===== config.mk =====
export PLATFORM = sky130hd
export DESIGN_NAME = itc_top
export DESIGN_NICKNAME = d
export VERILOG_FILES = /design/src/itc_pkg.sv /design/src/itc_cfg_if.sv /design/src/itc_utopia_ctl.sv /design/src/itc_top.sv
export SDC_FILE = /design/constraint.sdc
export NUM_CORES = 1
export LEC_CHECK = 0
export BUFFER_PORTS_ARGS = -buffer_cell sky130_fd_sc_hd__buf_4
export CORE_MARGIN = 5
export CORE_UTILIZATION = 37
export DETAILED_ROUTE_END_ITERATION = 8
export GPL_ROUTABILITY_DRIVEN = 0
export PLACE_DENSITY = 0.62
export SYNTH_ARGS = -nofsm -noshare
export SYNTH_HDL_FRONTEND = slang
export SYNTH_SLANG_ARGS = --single-unit

===== constraint.sdc =====
create_clock -name clk_sys_i -period 5.3 [get_ports clk_sys_i]
set_input_delay 0.795 -clock clk_sys_i [delete_from_list [all_inputs] [get_ports clk_sys_i]]
set_output_delay 0.795 -clock clk_sys_i [all_outputs]
set_load 0.02 [all_outputs]

===== src/itc_pkg.sv =====
// Constants, register map and field layout of the timing and
// bus configuration block.
// Assumes nothing beyond a SystemVerilog compiler.
`default_nettype none

package itc_pkg;

  // Register indices; the byte address on the bus is four times the index.
  localparam logic [11:0] IDX_MUX_SEL  = 12'h410;
  localparam logic [11:0] IDX_MUX_DATA = 12'h411;
  localparam logic [11:0] IDX_PERSIST  = 12'h412;
  localparam logic [11:0] IDX_BUS_CTL  = 12'h413;
  localparam int          ADDR_W       = 14;

  // Reset values.
  localparam logic [7:0] RST_MUX_SEL = 8'h00;
  localparam logic [7:0] RST_PERSIST = 8'h00;
  localparam logic [7:0] RST_BUS_CTL = 8'h00;
  localparam logic [5:0] RST_SRC     = 6'h00;
  localparam logic [3:0] RST_DIV     = 4'h0;

  // Selector fields.
  localparam int SEL_TYPE_MSB = 7;
  localparam int SEL_TYPE_LSB = 6;
  localparam int SEL_ID_MSB   = 3;

  // Data fields.
  localparam int SRC_MSB = 5;
  localparam int DIV_MSB = 3;

  // Persistence fields.
  localparam int ALPHA_BIT  = 6;
  localparam int BETA_MSB   = 5;
  localparam int BETA_LSB   = 3;
  localparam int GAMMA_MSB  = 2;
  localparam logic [2:0] PERSIST_MAX = 3'h4;

  // Bus control bits.
  localparam int BC_ADDR_MODE  = 6;
  localparam int BC_RX_TRI_DIS = 5;
  localparam int BC_RX_CLAV_MD = 4;
  localparam int BC_TX_LAST4   = 3;
  localparam int BC_TX_CLAV_MD = 2;
  localparam int BC_CLAV_TRI   = 1;
  localparam int BC_SAMPLE_T   = 0;

  // Timing source codes.
  localparam logic [5:0] SRC_PORT_MAX = 6'h1F;
  localparam logic [5:0] SRC_SYSCLK   = 6'h20;
  localparam logic [5:0] SRC_REFCLK   = 6'h21;
  localparam logic [5:0] SRC_FIXED_8K = 6'h22;

  // Divisor codes.
  localparam logic [3:0] DIV_LINK_TYPE = 4'h0;
  localparam logic [3:0] DIV_1_1       = 4'h1;
  localparam logic [3:0] DIV_192_193   = 4'h2;
  localparam logic [3:0] DIV_15_16     = 4'h3;

  // Payload byte periods that must pass before the delayed sample.
  localparam logic [2:0] SAMPLE_DELAY_BYTES = 3'h5;
  localparam int         NUM_TRL            = 2;

  typedef enum logic [1:0] {
    SEL_RX_GROUP, SEL_TX_GROUP, SEL_TRL_OUT, SEL_CLK_DIV
  } itc_sel_type_t;

  typedef enum logic [2:0] {
    KIND_PORT, KIND_SYSCLK, KIND_REFCLK, KIND_FIXED_8K, KIND_NONE
  } itc_src_kind_t;

  typedef enum logic [1:0] {
    RATIO_LINK_TYPE, RATIO_1_1, RATIO_192_193, RATIO_15_16
  } itc_ratio_t;

endpackage : itc_pkg

`default_nettype wire


===== src/itc_cfg_if.sv =====
// Bus control settings passed from the register bank to the
// ATM-side port control.
// Assumes both ends run on the same clock.
`default_nettype none

interface itc_cfg_if;
  logic addr_mode;
  logic rx_tri_dis;
  logic rx_clav_mode;
  logic tx_last4_mode;
  logic tx_clav_mode;
  logic clav_tri_dis;
  logic sample_time;

  modport bank (output addr_mode, rx_tri_dis, rx_clav_mode, tx_last4_mode,
                tx_clav_mode, clav_tri_dis, sample_time);
  modport port (input  addr_mode, rx_tri_dis, rx_clav_mode, tx_last4_mode,
                tx_clav_mode, clav_tri_dis, sample_time);
endinterface : itc_cfg_if

`default_nettype wire


===== src/itc_utopia_ctl.sv =====
// ATM-side port control: output enables and cell-available values.
// Assumes transfer and selection indications from the cell datapath.
`default_nettype none

module itc_utopia_ctl
  import itc_pkg::*;
(
  itc_cfg_if.port   cfg,
  input  wire logic addr_match_i,
  input  wire logic rx_xfer_i,
  input  wire logic tx_xfer_i,
  input  wire logic tx_last4_i,
  input  wire logic rx_clav_status_i,
  input  wire logic tx_clav_status_i,
  output logic      rx_bus_oe_o,
  output logic      atm_rx_cell_available_o,
  output logic      atm_tx_cell_available_o,
  output logic      clav_oe_o
);

  logic selected;

  // Single-address mode has no address latching, so the port counts as
  // selected at all times; otherwise the latched address decides.
  assign selected = cfg.addr_mode | addr_match_i;

  // Outputs float while unselected unless three-stating is disabled.
  assign rx_bus_oe_o = selected | cfg.rx_tri_dis;
  assign clav_oe_o   = selected | cfg.clav_tri_dis;

  // Cell-available values are forced during a transfer, except transmit in the last four beats when tx_last4_mode is set.
  always_comb begin
    atm_rx_cell_available_o = rx_clav_status_i;
    if (rx_xfer_i) begin
      atm_rx_cell_available_o = ~cfg.rx_clav_mode;
    end
    atm_tx_cell_available_o = tx_clav_status_i;
    if (tx_xfer_i && !(tx_last4_i && cfg.tx_last4_mode)) begin
      atm_tx_cell_available_o = cfg.tx_clav_mode;
    end
  end

endmodule // itc_utopia_ctl

`default_nettype wire


===== src/itc_top.sv =====
// Timing reference and ATM-side bus configuration registers behind an
// Avalon-MM slave with waitrequest.
// Assumes the cell datapath supplies transfer and byte-period indications
// and resolves the three-state pins from the enables given here.
//
// Function
// - Timing elements are programmed indirectly: select first, then write data.
// - Selector type picks rx group, tx group, reference output or divisor.
// - For types 0, 1 and 3 the identifier names group 0 to 15.
// - For type 2 identifier 0 or 1 picks the reference output.
// - Group source: ports 0-31, divided clock or generator, reference clock.
// - Output source: port, clock divided by 24, reference clock, or 8 kHz.
// - Divisor codes: link-type derived, 1/1, 192/193, 15/16.
// - Alpha bit sets one or two invalid control cells to leave sync.
// - Beta 0-4 sets one to five errored control cells to leave sync.
// - Gamma 0-4 sets one to five valid control cells to enter sync.
// - Address mode chooses multi-address or single fixed-address operation.
// - Receive data, start and parity float when unselected unless disabled.
// - Receive cell-available forced active or inactive during transfer.
// - Transmit cell-available forced inactive or active during transfer.
// - Last four beats show forced or true transmit cell-available.
// - Both cell-available outputs float when unselected unless disabled.
// - PHY cell-available sampled in control cell or over five bytes later.
`default_nettype none

module itc_top
  import itc_pkg::*;
#(
  parameter int NUM_GROUPS = 16
) (
  input  wire logic                    clk_sys_i,
  input  wire logic                    rst_i,
  input  wire logic [ADDR_W-1:0]       avs_address_i,
  input  wire logic                    avs_read_i,
  input  wire logic                    avs_write_i,
  input  wire logic [31:0]             avs_writedata_i,
  input  wire logic [3:0]              avs_byteenable_i,
  output logic      [31:0]             avs_readdata_o,
  output logic                         avs_waitrequest_o,
  output logic      [NUM_GROUPS*6-1:0] rx_group_src_o,
  output logic      [NUM_GROUPS*3-1:0] rx_group_kind_o,
  output logic      [NUM_GROUPS*6-1:0] tx_group_src_o,
  output logic      [NUM_GROUPS*3-1:0] tx_group_kind_o,
  output logic      [NUM_TRL*6-1:0]    timing_ref_output_src_o,
  output logic      [NUM_TRL*3-1:0]    timing_ref_output_kind_o,
  output logic      [NUM_GROUPS*2-1:0] group_ratio_o,
  output logic      [1:0]              alpha_cells_o,
  output logic      [2:0]              beta_cells_o,
  output logic      [2:0]              gamma_cells_o,
  output logic                         atm_level1_mode_o,
  input  wire logic                    atm_addr_match_i,
  input  wire logic                    atm_rx_xfer_i,
  input  wire logic                    atm_tx_xfer_i,
  input  wire logic                    atm_tx_last4_i,
  input  wire logic                    rx_clav_status_i,
  input  wire logic                    tx_clav_status_i,
  input  wire logic                    ctl_cell_xfer_i,
  input  wire logic                    byte_tick_i,
  input  wire logic                    phy_tx_cell_available_i,
  output logic                         atm_rx_bus_oe_o,
  output logic                         atm_rx_cell_available_o,
  output logic                         atm_tx_cell_available_o,
  output logic                         atm_clav_oe_o,
  output logic                         phy_clav_sample_o,
  output logic                         phy_clav_strobe_o
);

  localparam logic [ADDR_W-1:0] ADR_MUX_SEL  = {IDX_MUX_SEL, 2'b00};
  localparam logic [ADDR_W-1:0] ADR_MUX_DATA = {IDX_MUX_DATA, 2'b00};
  localparam logic [ADDR_W-1:0] ADR_PERSIST  = {IDX_PERSIST, 2'b00};
  localparam logic [ADDR_W-1:0] ADR_BUS_CTL  = {IDX_BUS_CTL, 2'b00};

  // Register state.
  logic [7:0] mux_sel;
  logic [7:0] persist;
  logic [6:0] bus_ctl;
  logic [5:0] rx_src  [NUM_GROUPS];
  logic [5:0] tx_src  [NUM_GROUPS];
  logic [5:0] trl_src [NUM_TRL];
  logic [3:0] clk_div [NUM_GROUPS];

  // Bus handshake state and decode.
  logic          ack;
  logic          req;
  logic          wr_take;
  logic          lane0;
  logic [7:0]    wbyte;
  logic [7:0]    next_rdata;
  itc_sel_type_t sel_type;
  logic [3:0]    sel_id;
  logic          grp_ok;
  logic          trl_ok;
  logic          data_wr;

  itc_cfg_if cfg_bus ();

  // Every access waits one cycle; the second cycle carries the answer so
  // read data comes straight from a flip-flop.
  assign req               = avs_read_i | avs_write_i;
  assign avs_waitrequest_o = req & ~ack;
  assign wr_take           = avs_write_i & ack;
  assign lane0             = avs_byteenable_i[0];
  assign wbyte             = avs_writedata_i[7:0];

  // Selector decoding drives where a data write lands.
  assign sel_type = itc_sel_type_t'(mux_sel[SEL_TYPE_MSB:SEL_TYPE_LSB]);
  assign sel_id   = mux_sel[SEL_ID_MSB:0];
  assign grp_ok   = 32'(sel_id) < NUM_GROUPS;
  assign trl_ok   = 32'(sel_id) < NUM_TRL;
  assign data_wr  = wr_take && lane0 && (avs_address_i == ADR_MUX_DATA);

  // Acknowledge pulses once per request.
  always_ff @(posedge clk_sys_i) begin
    if (rst_i) begin
      ack <= 1'b0;
    end else begin
      ack <= req & ~ack;
    end
  end

  // Direct registers; writes ignore the upper byte lanes.
  always_ff @(posedge clk_sys_i) begin
    if (rst_i) begin
      mux_sel <= RST_MUX_SEL;
      persist <= RST_PERSIST;
      bus_ctl <= RST_BUS_CTL[6:0];
    end else if (wr_take && lane0) begin
      if (avs_address_i == ADR_MUX_SEL) begin
        // Reserved bits 5 and 4 are kept at zero.
        mux_sel <= {wbyte[7:6], 2'b00, wbyte[3:0]};
      end else if (avs_address_i == ADR_PERSIST) begin
        persist <= {1'b0, wbyte[6:0]};
      end else if (avs_address_i == ADR_BUS_CTL) begin
        bus_ctl <= wbyte[6:0];
      end
    end
  end

  // Indirect timing elements, one storage slot per group and output.
  always_ff @(posedge clk_sys_i) begin
    if (rst_i) begin
      for (int i = 0; i < NUM_GROUPS; i++) begin
        rx_src[i]  <= RST_SRC;
        tx_src[i]  <= RST_SRC;
        clk_div[i] <= RST_DIV;
      end
      for (int i = 0; i < NUM_TRL; i++) begin
        trl_src[i] <= RST_SRC;
      end
    end else if (data_wr) begin
      // Only the element the selector names is touched.
      case (sel_type)
        SEL_RX_GROUP: begin
          if (grp_ok) rx_src[sel_id] <= wbyte[SRC_MSB:0];
        end
        SEL_TX_GROUP: begin
          if (grp_ok) tx_src[sel_id] <= wbyte[SRC_MSB:0];
        end
        SEL_TRL_OUT: begin
          if (trl_ok) trl_src[sel_id[0]] <= wbyte[SRC_MSB:0];
        end
        SEL_CLK_DIV: begin
          if (grp_ok) clk_div[sel_id] <= wbyte[DIV_MSB:0];
        end
        default: begin
        end
      endcase
    end
  end

  // Read multiplexer; the data register reads back the selected element.
  always_comb begin
    next_rdata = 8'h00;
    if (avs_address_i == ADR_MUX_SEL) begin
      next_rdata = mux_sel;
    end else if (avs_address_i == ADR_MUX_DATA) begin
      case (sel_type)
        SEL_RX_GROUP: begin
          if (grp_ok) next_rdata = {2'b00, rx_src[sel_id]};
        end
        SEL_TX_GROUP: begin
          if (grp_ok) next_rdata = {2'b00, tx_src[sel_id]};
        end
        SEL_TRL_OUT: begin
          if (trl_ok) next_rdata = {2'b00, trl_src[sel_id[0]]};
        end
        SEL_CLK_DIV: begin
          if (grp_ok) next_rdata = {4'h0, clk_div[sel_id]};
        end
        default: begin
        end
      endcase
    end else if (avs_address_i == ADR_PERSIST) begin
      next_rdata = persist;
    end else if (avs_address_i == ADR_BUS_CTL) begin
      next_rdata = {1'b0, bus_ctl};
    end
  end

  // Read data is captured on the waiting cycle and held until the next
  // read, which keeps it stable at the completing edge.
  always_ff @(posedge clk_sys_i) begin
    if (rst_i) begin
      avs_readdata_o <= 32'h0000_0000;
    end else if (avs_read_i && !ack) begin
      avs_readdata_o <= {24'h00_0000, next_rdata};
    end
  end

  // Source decode for group references; a code past the reference clock
  // is not defined for groups and reports no source.
  function automatic logic [2:0] grp_kind(input logic [5:0] src);
    itc_src_kind_t k;
    k = KIND_NONE;
    if (src <= SRC_PORT_MAX) k = KIND_PORT;
    else if (src == SRC_SYSCLK) k = KIND_SYSCLK;
    else if (src == SRC_REFCLK) k = KIND_REFCLK;
    return k;
  endfunction

  // Output sources additionally allow the fixed 8 kHz reference.
  function automatic logic [2:0] trl_kind(input logic [5:0] src);
    itc_src_kind_t k;
    k = itc_src_kind_t'(grp_kind(src));
    if (src == SRC_FIXED_8K) k = KIND_FIXED_8K;
    return k;
  endfunction

  // Divisor decode; unused codes fall back to the link-type default.
  function automatic logic [1:0] div_ratio(input logic [3:0] d);
    itc_ratio_t r;
    r = RATIO_LINK_TYPE;
    if (d == DIV_1_1) r = RATIO_1_1;
    else if (d == DIV_192_193) r = RATIO_192_193;
    else if (d == DIV_15_16) r = RATIO_15_16;
    return r;
  endfunction

  // Per-group configuration fanned out to the timing logic.
  for (genvar g = 0; g < NUM_GROUPS; g++) begin : g_grp
    assign rx_group_src_o[g*6 +: 6]  = rx_src[g];
    assign tx_group_src_o[g*6 +: 6]  = tx_src[g];
    assign rx_group_kind_o[g*3 +: 3] = grp_kind(rx_src[g]);
    assign tx_group_kind_o[g*3 +: 3] = grp_kind(tx_src[g]);
    assign group_ratio_o[g*2 +: 2]   = div_ratio(clk_div[g]);
  end

  // Reference output configuration.
  for (genvar t = 0; t < NUM_TRL; t++) begin : g_trl
    assign timing_ref_output_src_o[t*6 +: 6]  = trl_src[t];
    assign timing_ref_output_kind_o[t*3 +: 3] = trl_kind(trl_src[t]);
  end

  // Persistence counts; out-of-range beta and gamma codes saturate at
  // five cells rather than wrapping to a short count.
  always_comb begin
    alpha_cells_o = persist[ALPHA_BIT] ? 2'd2 : 2'd1;
    beta_cells_o  = 3'd5;
    gamma_cells_o = 3'd5;
    if (persist[BETA_MSB:BETA_LSB] <= PERSIST_MAX) begin
      beta_cells_o = persist[BETA_MSB:BETA_LSB] + 3'd1;
    end
    if (persist[GAMMA_MSB:0] <= PERSIST_MAX) begin
      gamma_cells_o = persist[GAMMA_MSB:0] + 3'd1;
    end
  end

  // Bus control bits handed to the port logic.
  assign cfg_bus.addr_mode     = bus_ctl[BC_ADDR_MODE];
  assign cfg_bus.rx_tri_dis    = bus_ctl[BC_RX_TRI_DIS];
  assign cfg_bus.rx_clav_mode  = bus_ctl[BC_RX_CLAV_MD];
  assign cfg_bus.tx_last4_mode = bus_ctl[BC_TX_LAST4];
  assign cfg_bus.tx_clav_mode  = bus_ctl[BC_TX_CLAV_MD];
  assign cfg_bus.clav_tri_dis  = bus_ctl[BC_CLAV_TRI];
  assign cfg_bus.sample_time   = bus_ctl[BC_SAMPLE_T];
  assign atm_level1_mode_o     = bus_ctl[BC_ADDR_MODE];

  // Sampling state for the PHY-side transmit cell-available input.
  logic       ctl_prev;
  logic       ctl_seen;
  logic       armed;
  logic [2:0] tick_cnt;
  logic       take;

  // Immediate mode samples at the first byte period of a control cell;
  // delayed mode counts byte periods after the cell and samples on the
  // one that follows the fifth.
  always_comb begin
    if (!cfg_bus.sample_time) begin
      take = ctl_cell_xfer_i & byte_tick_i & ~ctl_seen;
    end else begin
      take = armed & byte_tick_i & (tick_cnt == SAMPLE_DELAY_BYTES);
    end
  end

  // Tracks the control cell and the delay after it.
  always_ff @(posedge clk_sys_i) begin
    if (rst_i) begin
      ctl_prev <= 1'b0;
      ctl_seen <= 1'b0;
      armed    <= 1'b0;
      tick_cnt <= 3'h0;
    end else begin
      ctl_prev <= ctl_cell_xfer_i;
      ctl_seen <= ctl_cell_xfer_i & (ctl_seen | byte_tick_i);
      if (ctl_prev && !ctl_cell_xfer_i) begin
        armed    <= 1'b1;
        tick_cnt <= 3'h0;
      end else if (take) begin
        armed <= 1'b0;
      end else if (armed && byte_tick_i) begin
        tick_cnt <= tick_cnt + 3'h1;
      end
    end
  end

  // Holds the sampled value used for the stuffing rate.
  always_ff @(posedge clk_sys_i) begin
    if (rst_i) begin
      phy_clav_sample_o <= 1'b0;
      phy_clav_strobe_o <= 1'b0;
    end else begin
      phy_clav_strobe_o <= take;
      if (take) begin
        phy_clav_sample_o <= phy_tx_cell_available_i;
      end
    end
  end

  // ATM-side port control.
  itc_utopia_ctl u_port (
    .cfg                     (cfg_bus),
    .addr_match_i            (atm_addr_match_i),
    .rx_xfer_i               (atm_rx_xfer_i),
    .tx_xfer_i               (atm_tx_xfer_i),
    .tx_last4_i              (atm_tx_last4_i),
    .rx_clav_status_i        (rx_clav_status_i),
    .tx_clav_status_i        (tx_clav_status_i),
    .rx_bus_oe_o             (atm_rx_bus_oe_o),
    .atm_rx_cell_available_o (atm_rx_cell_available_o),
    .atm_tx_cell_available_o (atm_tx_cell_available_o),
    .clav_oe_o               (atm_clav_oe_o)
  );

endmodule // itc_top

`default_nettype wire


; ---- Word level (Yosys, flattened, before mapping)
; Memory sizes are Yosys's and may differ from the RTL's. A register that Yosys moved wholly into a read port is not among the register bits.
; Cells that the tools add are included.
[totals]
memories = 4
mem_bits_rw = 268
wordCells = 425
regBits = 37
[mem_list]
columns = name, depth, word_bits, rd, rd_ports_with_merged_regs, write_ports, line
row1 = rx_src, 16, 6, 17, 1, 16, itc_top.sv:77  ; logic [5:0] rx_src [NUM_GROUPS];
row2 = tx_src, 16, 6, 17, 1, 16, itc_top.sv:78  ; logic [5:0] tx_src [NUM_GROUPS];
row3 = clk_div, 16, 4, 17, 1, 16, itc_top.sv:80  ; logic [3:0] clk_div [NUM_GROUPS];
row4 = trl_src, 2, 6, 3, 1, 2, itc_top.sv:79  ; logic [5:0] trl_src [NUM_TRL];
[op_classes]
magnitude_cmp = 37
eq_ne = 126
addsub = 3
n_reduce_logical = 21
muxes = 205
n_bitwise = 18
[ops]
columns = cell, count
row1 = $eq A6 B6 Y1 const B, 70
row2 = $mux W3, 106
row3 = $le A6 B5 Y1 const B, 34
row4 = $eq A4 B2 Y1 const B, 32
row5 = $mux W2, 49
row6 = $eq A4 B1 Y1 const B, 16
row7 = $eq A14 B13 Y1 const B, 4
row8 = $mux W4, 10
row9 = $pmux W8 S4, 1
row10 = $mux W1, 31
row11 = $mux W6, 4
row12 = $reduce_or A6 Y1, 3
row13 = $mux W8, 2
row14 = $mux W7, 2
row15 = $add A3 B1 Y3 const B, 3
row16 = $and A1 B1 Y1, 7
row17 = $logic_and A1 B1 Y1, 7
row18 = $le A3 B3 Y1 const B, 2
row19 = $not A1 Y1, 6
row20 = $or A1 B1 Y1, 5
row21 = $eq A2 B2 Y1 const B, 2
row22 = $lt A4 B2 Y1 const B, 1
row23 = $reduce_and A2 Y1, 2
row24 = $reduce_and A4 Y1, 1
row25 = 8 further kinds, 10

; ---- Longest topological paths before layout
; Gate-level depths: netlist of run 1.
[depth]
depth_word = 8
depth_mapped = 9
mapped_depth_nobuf = 7

; ---- Cells and area by module
; From an unflattened synthesis of run 1, not the netlist that was laid out.
[hier_totals]
hier_cells = 1387
hier_area_um2 = 16469.5
[by_module_without_submodules]
columns = module, cells_each, area_per_inst_um2, n_inst, seq_area_each_um2
row1 = itc_top, 1381, 16417.0, 1, 8868.5
row2 = itc_utopia_ctl, 6, 52.6, 1, 0.0

; ---- Least setup slack after synthesis of run 1
; OpenSTA, ideal clock, no wires.
[synth_timing]
path_kind = input to register
start = in avs_address_i[11]
end = mem rx_src[12][0], enable pin
path_stages = 6
arrival_ns = 2.559
n_path_buf = 1
setup_ns = 0.360
required_time_ns = 4.940
path_slack_ns = 2.381
path_cell_list = nor4b_1 -> nand2_1 -> nor4b_4 -> nand2_1 -> clkbuf_1 -> o21bai_1
[synth_lines]
columns = item, line
row1 = start: declaration, itc_top.sv:33  ; input wire logic [ADDR_W-1:0] avs_address_i,
row2 = end: declaration, itc_top.sv:77

==> impl_metrics.json, run 1 <==
{
  "portBuffers": 397,
  "clock.fmax_ghz": 0.313,
  "initial_utilization_pct": 37.4,
  "final_cell_mix": "408 x buf_4, 351 x nor2_1, 268 x edfxtp_1",
  "max_stage_delay_ns": 1.03,
  "pre_cts_ws_ns": 1.61,
  "fin_setup_tns_ns": 0,
  "slowest_stage": "dfxtp_2",
  "worstMarginPinSlew_ns": 1.17,
  "start_kind": "flip-flop",
  "cts.root.buffer_cell": "clkbuf_16",
  "route.detailed.drc": 0,
  "crit_family": "flip-flops",
  "synth-seq-cells": 309,
  "total_power_w": 0.00563,
  "hold_buffers": 0,
  "ios": 449,
  "critical_path_cell_count": 6,
  "critPathKind": "flip-flop to flip-flop",
  "final.min_clock_period_ns": 3.19,
  "rsz0062_at_grt": "no",
  "viasPerCell": 5.70,
  "critPathMaxFanout": 37,
  "syn_area_per_cell_um2": 11.4,
  "synth_warnings": 0,
  "grt_max_degree": 81,
  "antenna_left": 0,
  "async_flop_share_pct": 0,
  "grt_overflow": 0,
  "die_h_um": 216,
  "hold_depth": 1,
  "vias": 13200,
  "layout.nets": 1812,
  "post_dp_cell_area_mm2": 0.0190,
  "r2r_cells": 6,
  "drt-total-wl_um": 61300,
  "synth_edf_count": 268,
  "hold_viol": 0,
  "grt_first_pass_wirelength_um": 86600,
  "dp_hpwl_um": 48300,
  "htree_levels": 2,
  "numCtsBuffers": 34,
  "p_per_area_mw_per_mm2": 281,
  "syn-cell-area_mm2": 0.0157,
  "core_area_mm2": 0.0419,
  "syn_inst": 1381,
  "cts-resized-gates": 0,
  "crit_buf_inv": 1,
  "die_w_um": 216,
  "cts_tree": "built",
  "multi_input_area_mm2": 0.00633,
  "crit_arrival_ns": 3.59,
  "drtIter0Drc": 1598,
  "clock_path_buffers": 3,
  "vdd_drop_max_v": 0.000156,
  "syn_to_final_growth_pct": 27.7,
  "post_cts_buffers": 0,
  "setup_viol_count_final": 0,
  "slew_headroom_pct": 21.8,
  "drive_above_1_share_pct": 30.8,
  "drt_first_pass_iters": 5,
  "drt-wirelength-per-cell_um": 26.6,
  "slew_violations": 0,
  "dieArea_mm2": 0.0466,
  "clk_pin_slew_ns": 0.06,
  "final-seq-area_mm2": 0.00887,
  "hold_class": "flip-flop to flip-flop",
  "required_ns": 5.70,
  "yosysSeqAreaShare_pct": 56.6,
  "synth-main-ff-cell": "edfxtp_1",
  "clk_latency_ns": 0.53,
  "crit_path_end_kind": "flip-flop",
  "grt_pass1_vias": 12800,
  "maxCapViolations": 0,
  "antenna_found_initial": 1,
  "core.rowCount": 75,
  "clock-sinks": 309,
  "layout_commonest_cell": "buf_4",
  "grt_usage_pct": 24.9,
  "outcome": "completed",
  "clock_skew_ns": 0.0290,
  "fillers": 3914,
  "p_leak_nw": 7.22,
  "ys_types": 55,
  "post-route-period-util_pct": 60.2,
  "path_cells": "buf_4 > mux4_2 > mux2i_1 > nor2_1 > or4_1 > a31o_2",
  "finish.instance_area_mm2": 0.0200,
  "setup_ws_ns": 2.11
}
==> state kept, by name, summed over array words and instances, names as in the netlist, named ones only <==
signal	cells
ack	1
mux_sel	6
tick_cnt	3
armed	1
avs_readdata_o	8
rx_src	96
phy_clav_strobe_o	1
tx_src	96
ctl_seen	1
trl_src	12
ctl_prev	1
bus_ctl	7
clk_div	64
phy_clav_sample_o	1
persist	7
==> cells by family (layout without fill, tap and decap cells) <==
group | Yosys count | after routing | synth area share [%]
AOI/OAI and AO/OA | 100 | 100 | 4.58
xor gates and xnor gates | 4 | 4 | 0.223
adders and majority gates | 6 | 6 | 0.479
buffers and inverters | 113 | 476 | 3.67
DFF | 309 | 309 | 56.6
muxes | 125 | 125 | 13.0
other | 1 | 25 | 0.0239
and+or+nand+nor | 723 | 723 | 21.5
==> report_power, final <==
part	total, W	internal [W]	switching (W)	leakage [nW]
clock network	0.00226	0.00129	0.000968	0.522
logic	0.000512	0.000203	0.000309	3.73
registers	0.00286	0.00273	0.000122	2.97
total	0.00563	0.00423	0.00140	7.22
==> stage by stage <==
stage | hold slack (ns) | util, % | std cells
after floorplan | 0.432 | - | 1404
after global routing | 0.485 | 47.7 | 2306
after detailed placement | 0.446 | 45.2 | 2246
final | 0.454 | 47.7 | 2307
after global placement | 0.441 | 45.2 | 2246
after CTS | 0.456 | 47.7 | 2306
==> per-layer routing <==
metal  vias up  track usage, %  routed length, um
li1       5673               -                  -
met1      6611            35.1              25300
met2       784            39.7              28600
met3        85            5.17               5900
met4         2            6.29               1470
met5         -               0                 14
==> synth_stat cells, drive strengths merged (2+ instances only) <==
cell type	n	area, um^2
nor2	351	1320
edfxtp	268	8050
nand2	136	510
mux4	62	1400
mux2i	56	561
clkbuf	54	203
buf	51	343
o21bai	48	360
nor2b	46	288
dfxtp	41	821
nor4	41	278
and3	33	206
nor3b	33	253
nand3	22	110
and2	17	106
nand2b	16	100
a21oi	13	65.1
nor3	11	60.1
o21ai	9	45.0
inv	8	30.0
mux2	7	78.8
ha	6	75.1
a211oi	5	37.5
nor4b	4	50.1
o2bb2ai	4	35.0
or2	4	25.0
a31o	3	26.3
nand4	3	18.8
o21a	3	22.5
xnor2	3	26.3
a21boi	2	15.0
a22o	2	17.5
a22oi	2	15.0
o22ai	2	12.5
o311ai	2	17.5
or3	2	12.5
or4	2	15.0
==> path summary, 6_finish.rpt <==
path	from	end	slack [ns]
worst max-delay path	flip-flop	avs_readdata_o[1]	2.11
worst min-delay path	ctl_seen	ctl_seen	0.45
worst max register to register	flip-flop	avs_readdata_o[1]	2.11
worst min register to register	ctl_seen	ctl_seen	0.45
==> area by class of cell <==
cell class | instances | area share [%]
inverter | 8 | 0.150
sequential | 309 | 44.3
clock inverter | 15 | 0.575
clock buffer | 45 | 4.66
antenna | 1 | 0.0125
tap | 539 | 3.37
multi-input combinational | 982 | 31.6
timing repair buffer | 408 | 15.3
(Power assumes the default switching activity.)
==> run 2, diff against run 1 <==
--- a/config.mk
+++ b/config.mk
@@ -5,6 +5,7 @@
 export SDC_FILE = /design/constraint.sdc
 export NUM_CORES = 1
 export LEC_CHECK = 0
+export ABC_AREA = 1
 export BUFFER_PORTS_ARGS = -buffer_cell sky130_fd_sc_hd__buf_4
 export CORE_MARGIN = 5
 export CORE_UTILIZATION = 37
==> constraint.sdc (replaced) <==
create_clock -name clk_sys_i -period 3 [get_ports clk_sys_i]
set_input_delay 0.45 -clock clk_sys_i [delete_from_list [all_inputs] [get_ports clk_sys_i]]
set_output_delay 0.45 -clock clk_sys_i [all_outputs]
set_load 0.02 [all_outputs]
==> run 2 against run 1 <==
Compared with the run above:
- clock skew down 0.016 ns
- clock-buffer cell count down 4
- sequential power up 72%
- routed wire length up 1.4%
- hold slack worse by 0.29 ns
- cell count up 25%
- die area up 2.5%
- first-iteration DRC count down 7.1%
- sequential cell count unchanged
- non-clock buffer count up 30
- combinational power up 84%
- synthesized cell count up 38%
- critical endpoint is now avs_readdata_o[2]
- largest power group unchanged
==> impl_metrics.json, run 2 <==
{
  "outcome": "completed",
  "vias": 15100,
  "synth_edf_count": 268,
  "power_frac_comb_pct": 9.6,
  "fin_setup_tns_ns": 0,
  "intPower_w": 0.00742,
  "final.min_clock_period_ns": 2.41,
  "setup_ws_ns": 0.592,
  "layout.nets": 2344,
  "die_h_um": 219,
  "viasPerCell": 5.25,
  "slew_violations": 0,
  "drt-wirelength-per-cell_um": 21.6,
  "required_ns": 3.38,
  "grt_usage_pct": 24.7,
  "antenna_found_initial": 0,
  "grt_max_degree": 95,
  "synth_top_cell_area_share_pct": 50.0,
  "synth-main-ff-cell": "edfxtp_1",
  "dieArea_mm2": 0.0478,
  "yosysSeqAreaShare_pct": 55.1,
  "yosysMostFrequentCell": "nor2_1",
  "grt_first_pass_wirelength_um": 89500,
  "ios": 449,
  "synth_commonest_cells": "498 x nor2_1, 268 x edfxtp_1, 253 x nand2_1, 211 x inv_1, 137 x nand3_1",
  "grt_pass1_vias": 14600,
  "clock_path_buffers": 3,
  "crit_arrival_ns": 2.78,
  "hold_class": "input pin to flip-flop",
  "layout_commonest_cell": "nor2_1",
  "finalNonFillerCells": 2883,
  "critPathKind": "flip-flop to flip-flop",
  "route.detailed.drc": 0,
  "numCtsBuffers": 35,
  "syn-cell-area_mm2": 0.0161,
  "critPathMaxFanout": 28,
  "drtIter0Drc": 1484,
  "crit_buf_inv": 2,
  "clock.fmax_ghz": 0.415,
  "drt_first_pass_iters": 6,
  "reg_top3": "rx_src (96), tx_src (96), clk_div (64)",
  "hold_buffers": 0,
  "clk_pin_slew_ns": 0.06,
  "core_area_mm2": 0.0431,
  "synthSimpleGateAreaFrac_pct": 26.0,
  "synth_warnings": 0,
  "switching_power_w": 0.00245,
  "synth_top_family_by_area": "simple AND/OR/NAND/NOR gates",
  "post_dp_cell_area_mm2": 0.0197,
  "rsz0062_at_grt": "no",
  "synth_xor_area_share_pct": 0.0544,
  "async_flop_share_pct": 0,
  "clk_latency_ns": 0.51,
  "post-route-period-util_pct": 80.3,
  "syn_area_per_cell_um2": 8.47,
  "synth_mux_area_share_pct": 0,
  "total_power_w": 0.00987,
  "initial_utilization_pct": 37.4,
  "clock_skew_ns": 0.0127,
  "htree_levels": 2,
  "syn_to_final_growth_pct": 29.1,
  "finish.instance_area_mm2": 0.0208,
  "setup_viol_count_final": 0,
  "cts_tree": "built",
  "drive_above_1_share_pct": 23.2,
  "crit_top_cell": "nand3_1",
  "n_antenna_cell": 0,
  "pre_cts_ws_ns": 0.113,
  "p_leak_nw": 9.44,
  "start_kind": "flip-flop",
  "ys_types": 41,
  "slowest_stage": "dfxtp_4",
  "vdd_drop_max_v": 0.000367,
  "synth_top_area_cell": "edfxtp_1",
  "hold_viol": 0,
  "crit_path_end_kind": "flip-flop",
  "clock-sinks": 309,
  "dp_cells": 2823,
  "core.rowCount": 76,
  "seqPwrFrac_pct": 49.8,
  "crit_family": "compound AO/OA/AOI/OAI gates",
  "synth.top_cells.by_area": "edfxtp_1 50%, nor2_1 12%, nand2_1 5.9%",
  "max_stage_delay_ns": 0.55,
  "syn_inst": 1901,
  "path_cells": "inv_2 > buf_4 > o21ai_0 > o211ai_1 > nand3_1 > nand2_1 > nand2_1 > nand3_1 > nand3_1 > a21oi_1",
  "antenna_left": 0,
  "cts-resized-gates": 0,
  "fillers": 4157,
  "cts.root.buffer_cell": "clkbuf_16",
  "die_w_um": 219,
  "synth-seq-cells": 309,
  "slew_headroom_pct": 37.7,
  "drt-total-wl_um": 62100,
  "p_per_area_mw_per_mm2": 475,
  "maxCapViolations": 0,
  "synth_compound_area_share_pct": 9.55,
  "power_frac_clock_pct": 40.7,
  "final_cell_mix": "498 x nor2_1, 428 x buf_4, 268 x edfxtp_1",
  "worstMarginPinSlew_ns": 0.932,
  "portBuffers": 397,
  "grt_overflow": 0,
  "post_cts_buffers": 0,
  "dp_hpwl_um": 46500,
  "switching_share_pct": 24.8,
  "synthAdderAreaFrac_pct": 0.466
}
==> run 2: cell count changes after synthesis, moves of 62 or more <==
cell | previous run | this run
inv_1 | 8 | 211
nand3_1 | 22 | 137
nor2_1 | 351 | 498
nand2_1 | 136 | 253
o21ai_0 | 9 | 89
mux4_2 | 62 | 0
==> run 2: path summary, 6_finish.rpt <==
kind	startpoint	end	slack (ns)	cells past startpoint
hold / removal	byte_tick_i	ctl_seen	0.17	2
hold reg to reg	ctl_seen	ctl_seen	0.46	1
setup reg to reg	flip-flop	avs_readdata_o[2]	0.59	10
setup / recovery	flip-flop	avs_readdata_o[2]	0.59	10
==> run 2: kinds of logic after synthesis <==
family | Yosys count
AOI/OAI and AO/OA | 263
buffers and inverters | 343
and+or+nand+nor | 978
adders and majority gates | 6
xor gates and xnor gates | 1
DFF | 309
other | 1
==> run 2: routing by layer <==
| layer | up-vias | GRT usage (%) | share of wire, % | wire, um |
|---|---|---|---|---|
| li1 | 7017 | - | - | - |
| met1 | 7176 | 32.0 | 40 | 24700 |
| met2 | 824 | 40.9 | 47 | 29300 |
| met3 | 124 | 5.93 | 9.7 | 6040 |
| met4 | 0 | 8.02 | 3.3 | 2070 |
| met5 | - | 0 | 0 | 0 |
==> run 2: worst register-to-register path, delay by kind of cell (launching register included) <==
family / cells / cell delay, ns
flip-flops: 1 / 0.55
AND/OR/NAND/NOR: 5 / 0.59
AO/OA/AOI/OAI: 3 / 0.64
buffers and inverters: 2 / 0.50
==> run 2: layout make-up <==
type	count	area, um^2	share of cell area (%)
Clock buffer	41	908	4.37
Clock inverter	19	141	0.680
Inverter	219	822	3.95
Multi-Input combinational cell	1272	5890	28.4
Sequential cell	309	8870	42.7
Tap cell	585	732	3.52
Timing Repair Buffer	438	3410	16.4
==> run 2: through the flow <==
stage	hold WS, ns	util, %
floorplan	0.432	-
global placement	0.444	45.8
detailed placement	0.451	45.8
CTS	0.157	48.3
global route	0.170	48.3
finish	0.167	48.3
==> run 2: power by group through the flow <==
stage / clock network (W) / registers, W / logic (W)
floorplan: 0 / 0.00508 / 0.000400
global placement: 0 / 0.00500 / 0.000932
detailed placement: 0 / 0.00500 / 0.000944
CTS: 0.00405 / 0.00491 / 0.000947
global route: 0.00424 / 0.00493 / 0.00100
finish: 0.00402 / 0.00491 / 0.000944
==> run 3, diff against run 2 <==
--- a/config.mk
+++ b/config.mk
@@ -11,7 +11,7 @@
 export CORE_UTILIZATION = 37
 export DETAILED_ROUTE_END_ITERATION = 8
 export GPL_ROUTABILITY_DRIVEN = 0
-export PLACE_DENSITY = 0.62
+export PLACE_DENSITY = 0.64
 export SYNTH_ARGS = -nofsm -noshare
 export SYNTH_HDL_FRONTEND = slang
 export SYNTH_SLANG_ARGS = --single-unit
==> constraint.sdc (replaced) <==
create_clock -name clk_sys_i -period 1.9 [get_ports clk_sys_i]
set_input_delay 0.285 -clock clk_sys_i [delete_from_list [all_inputs] [get_ports clk_sys_i]]
set_output_delay 0.285 -clock clk_sys_i [all_outputs]
set_load 0.02 [all_outputs]
==> run 3 against run 2 <==
Compared with the run above:
- the run now ends with setup timing left
- first-iteration DRC count is 4.3% higher
- design area up 12%
- non-clock buffer count up 198
- total power is 61% higher
- routed wire length rose by 4.6%
- critical path type is now flip-flop to primary output
- largest cell class unchanged
- largest power group unchanged
- highest routed layer unchanged
==> impl_metrics.json, run 3 (synthesis gave the netlist of run 2 again) <==
{
  "outcome": "complete, but fails checks",
  "violations": "setup timing",
  "slew_headroom_pct": 59.0,
  "die_h_um": 219,
  "reg_top3": "rx_src (96), tx_src (96), clk_div (64)",
  "p_per_area_mw_per_mm2": 679,
  "worstMarginPinSlew_ns": 0.610,
  "route.detailed.drc": 0,
  "initial_utilization_pct": 37.4,
  "required_ns": 1.62,
  "grt_max_degree": 54,
  "layout.nets": 2542,
  "portBuffers": 397,
  "grt_pass1_vias": 15100,
  "htree_levels": 2,
  "post-route-period-util_pct": 103,
  "ios": 449,
  "setup_viol_count_final": 5,
  "clock_skew_ns": 0.0136,
  "cts_tree": "built",
  "viasPerCell": 5.24,
  "maxCapViolations": 0,
  "critPathMaxFanout": 3,
  "drtIter0Drc": 1548,
  "hold_viol": 0,
  "dieArea_mm2": 0.0478,
  "numCtsBuffers": 35,
  "crit_arrival_ns": 1.67,
  "dp_hpwl_um": 47000,
  "clock_path_buffers": 3,
  "cts.root.buffer_cell": "clkbuf_16",
  "fillers": 3939,
  "final.min_clock_period_ns": 1.95,
  "hold_ws_ns": 0.0539,
  "drt_first_pass_iters": 6,
  "drt-total-wl_um": 65000,
  "setup_ws_ns": -0.0504,
  "critPathKind": "flip-flop to primary output",
  "layout_commonest_cell": "buf_4",
  "rsz0062_at_grt": "yes",
  "antenna_found_initial": 0,
  "start_kind": "flip-flop",
  "clock-sinks": 309,
  "crit_path_end_kind": "primary output",
  "vias": 16200,
  "vdd_drop_max_v": 0.000512,
  "final_cell_mix": "585 x buf_4, 452 x nor2_1, 268 x edfxtp_1",
  "total_power_w": 0.0159,
  "clk_pin_slew_ns": 0.06,
  "core.rowCount": 76,
  "grt_overflow": 0,
  "grt_usage_pct": 25.0,
  "p_leak_nw": 10.6,
  "core_area_mm2": 0.0431,
  "slew_violations": 0,
  "clk_latency_ns": 0.51,
  "syn_to_final_growth_pct": 45.1,
  "hold_class": "input pin to flip-flop",
  "antenna_left": 0,
  "clock.fmax_ghz": 0.513,
  "drive_above_1_share_pct": 34.7,
  "die_w_um": 219,
  "grt_first_pass_wirelength_um": 91100,
  "finish.utilization_pct": 54.2,
  "drt-wirelength-per-cell_um": 21.1
}
## run 3: cell types whose count changed in the layout (fill, tap and decap cells not counted), sizes merged
cell         delta
buf           +190
clkbuf         +16
inv             -4
clkinv          -3
dlygate4sd3     +2
bufbuf          +1
bufinv          -1
diode           +1
## run 3: through the flow
step	area (um^2)	std cells	setup slack, ns	setup TNS (ns)
2_1_floorplan	16400	1924	-0.267	-41.25
6_report	23400	3085	-0.0504	-0.158
5_1_grt	23400	3084	-0.118	-1.78
3_3_place_gp	20900	2934	-0.419	-172.21
4_1_cts	22400	3028	-0.0741	-0.271
3_5_place_dp	20900	2934	-0.501	-212.98
## run 3: timing repair
item                                   4_1_cts  5_1_grt
endpoints found under the hold margin        2        0
pin swaps                                   15       33
setup buffers                               27       52
setup endpoints to repair                   34      282
cloned                                       2        5
gates resized for setup                     43      133
hold buffers                                 2        0
## run 3: per-layer routing
layer / routed length (um) / track usage [%]
met4: 2030 / 6.82
met3: 6290 / 4.60
met5: 0 / 0
met2: 31400 / 42.8
met1: 25300 / 32.8
## run 3: where the power goes
part / internal [W] / switching (W) / total [W]
Clock: 0.00383 / 0.00261 / 0.00643
Combinational: 0.000597 / 0.00109 / 0.00168
Sequential: 0.00756 / 0.000188 / 0.00775
Total: 0.0120 / 0.00388 / 0.0159
## run 3: path summary, 6_finish.rpt
path | from | cells past startpoint | end | slack, ns
worst max-delay path | trl_src[1][3] | 5 | timing_ref_output_kind_o[5] | -0.05
worst min-delay path | avs_read_i | 3 | ack | 0.05
worst max register to register | flip-flop | 11 | avs_readdata_o[2] | -0.01
worst min register to register | ctl_seen | 1 | ctl_seen | 0.46
## run 3: critical path: stages (launching register included)
cell,delay [ns]
edfxtp_1,0.45
nor2_2,0.15
inv_2,0.07
nor4_4,0.23
nor3_1,0.09
buf_4,0.16
## run 3: area by class of cell
| type | count | area [um^2] | share of cell area [%] |
|---|---|---|---|
| Inverter | 219 | 828 | 3.55 |
| Clock buffer | 52 | 1010 | 4.34 |
| Antenna cell | 1 | 2.50 | 0.0107 |
| Sequential cell | 309 | 8880 | 38.0 |
| Timing Repair Buffer | 636 | 5300 | 22.7 |
| Clock inverter | 11 | 75.1 | 0.321 |
| Multi-Input combinational cell | 1272 | 6530 | 27.9 |
| Tap cell | 585 | 732 | 3.13 |
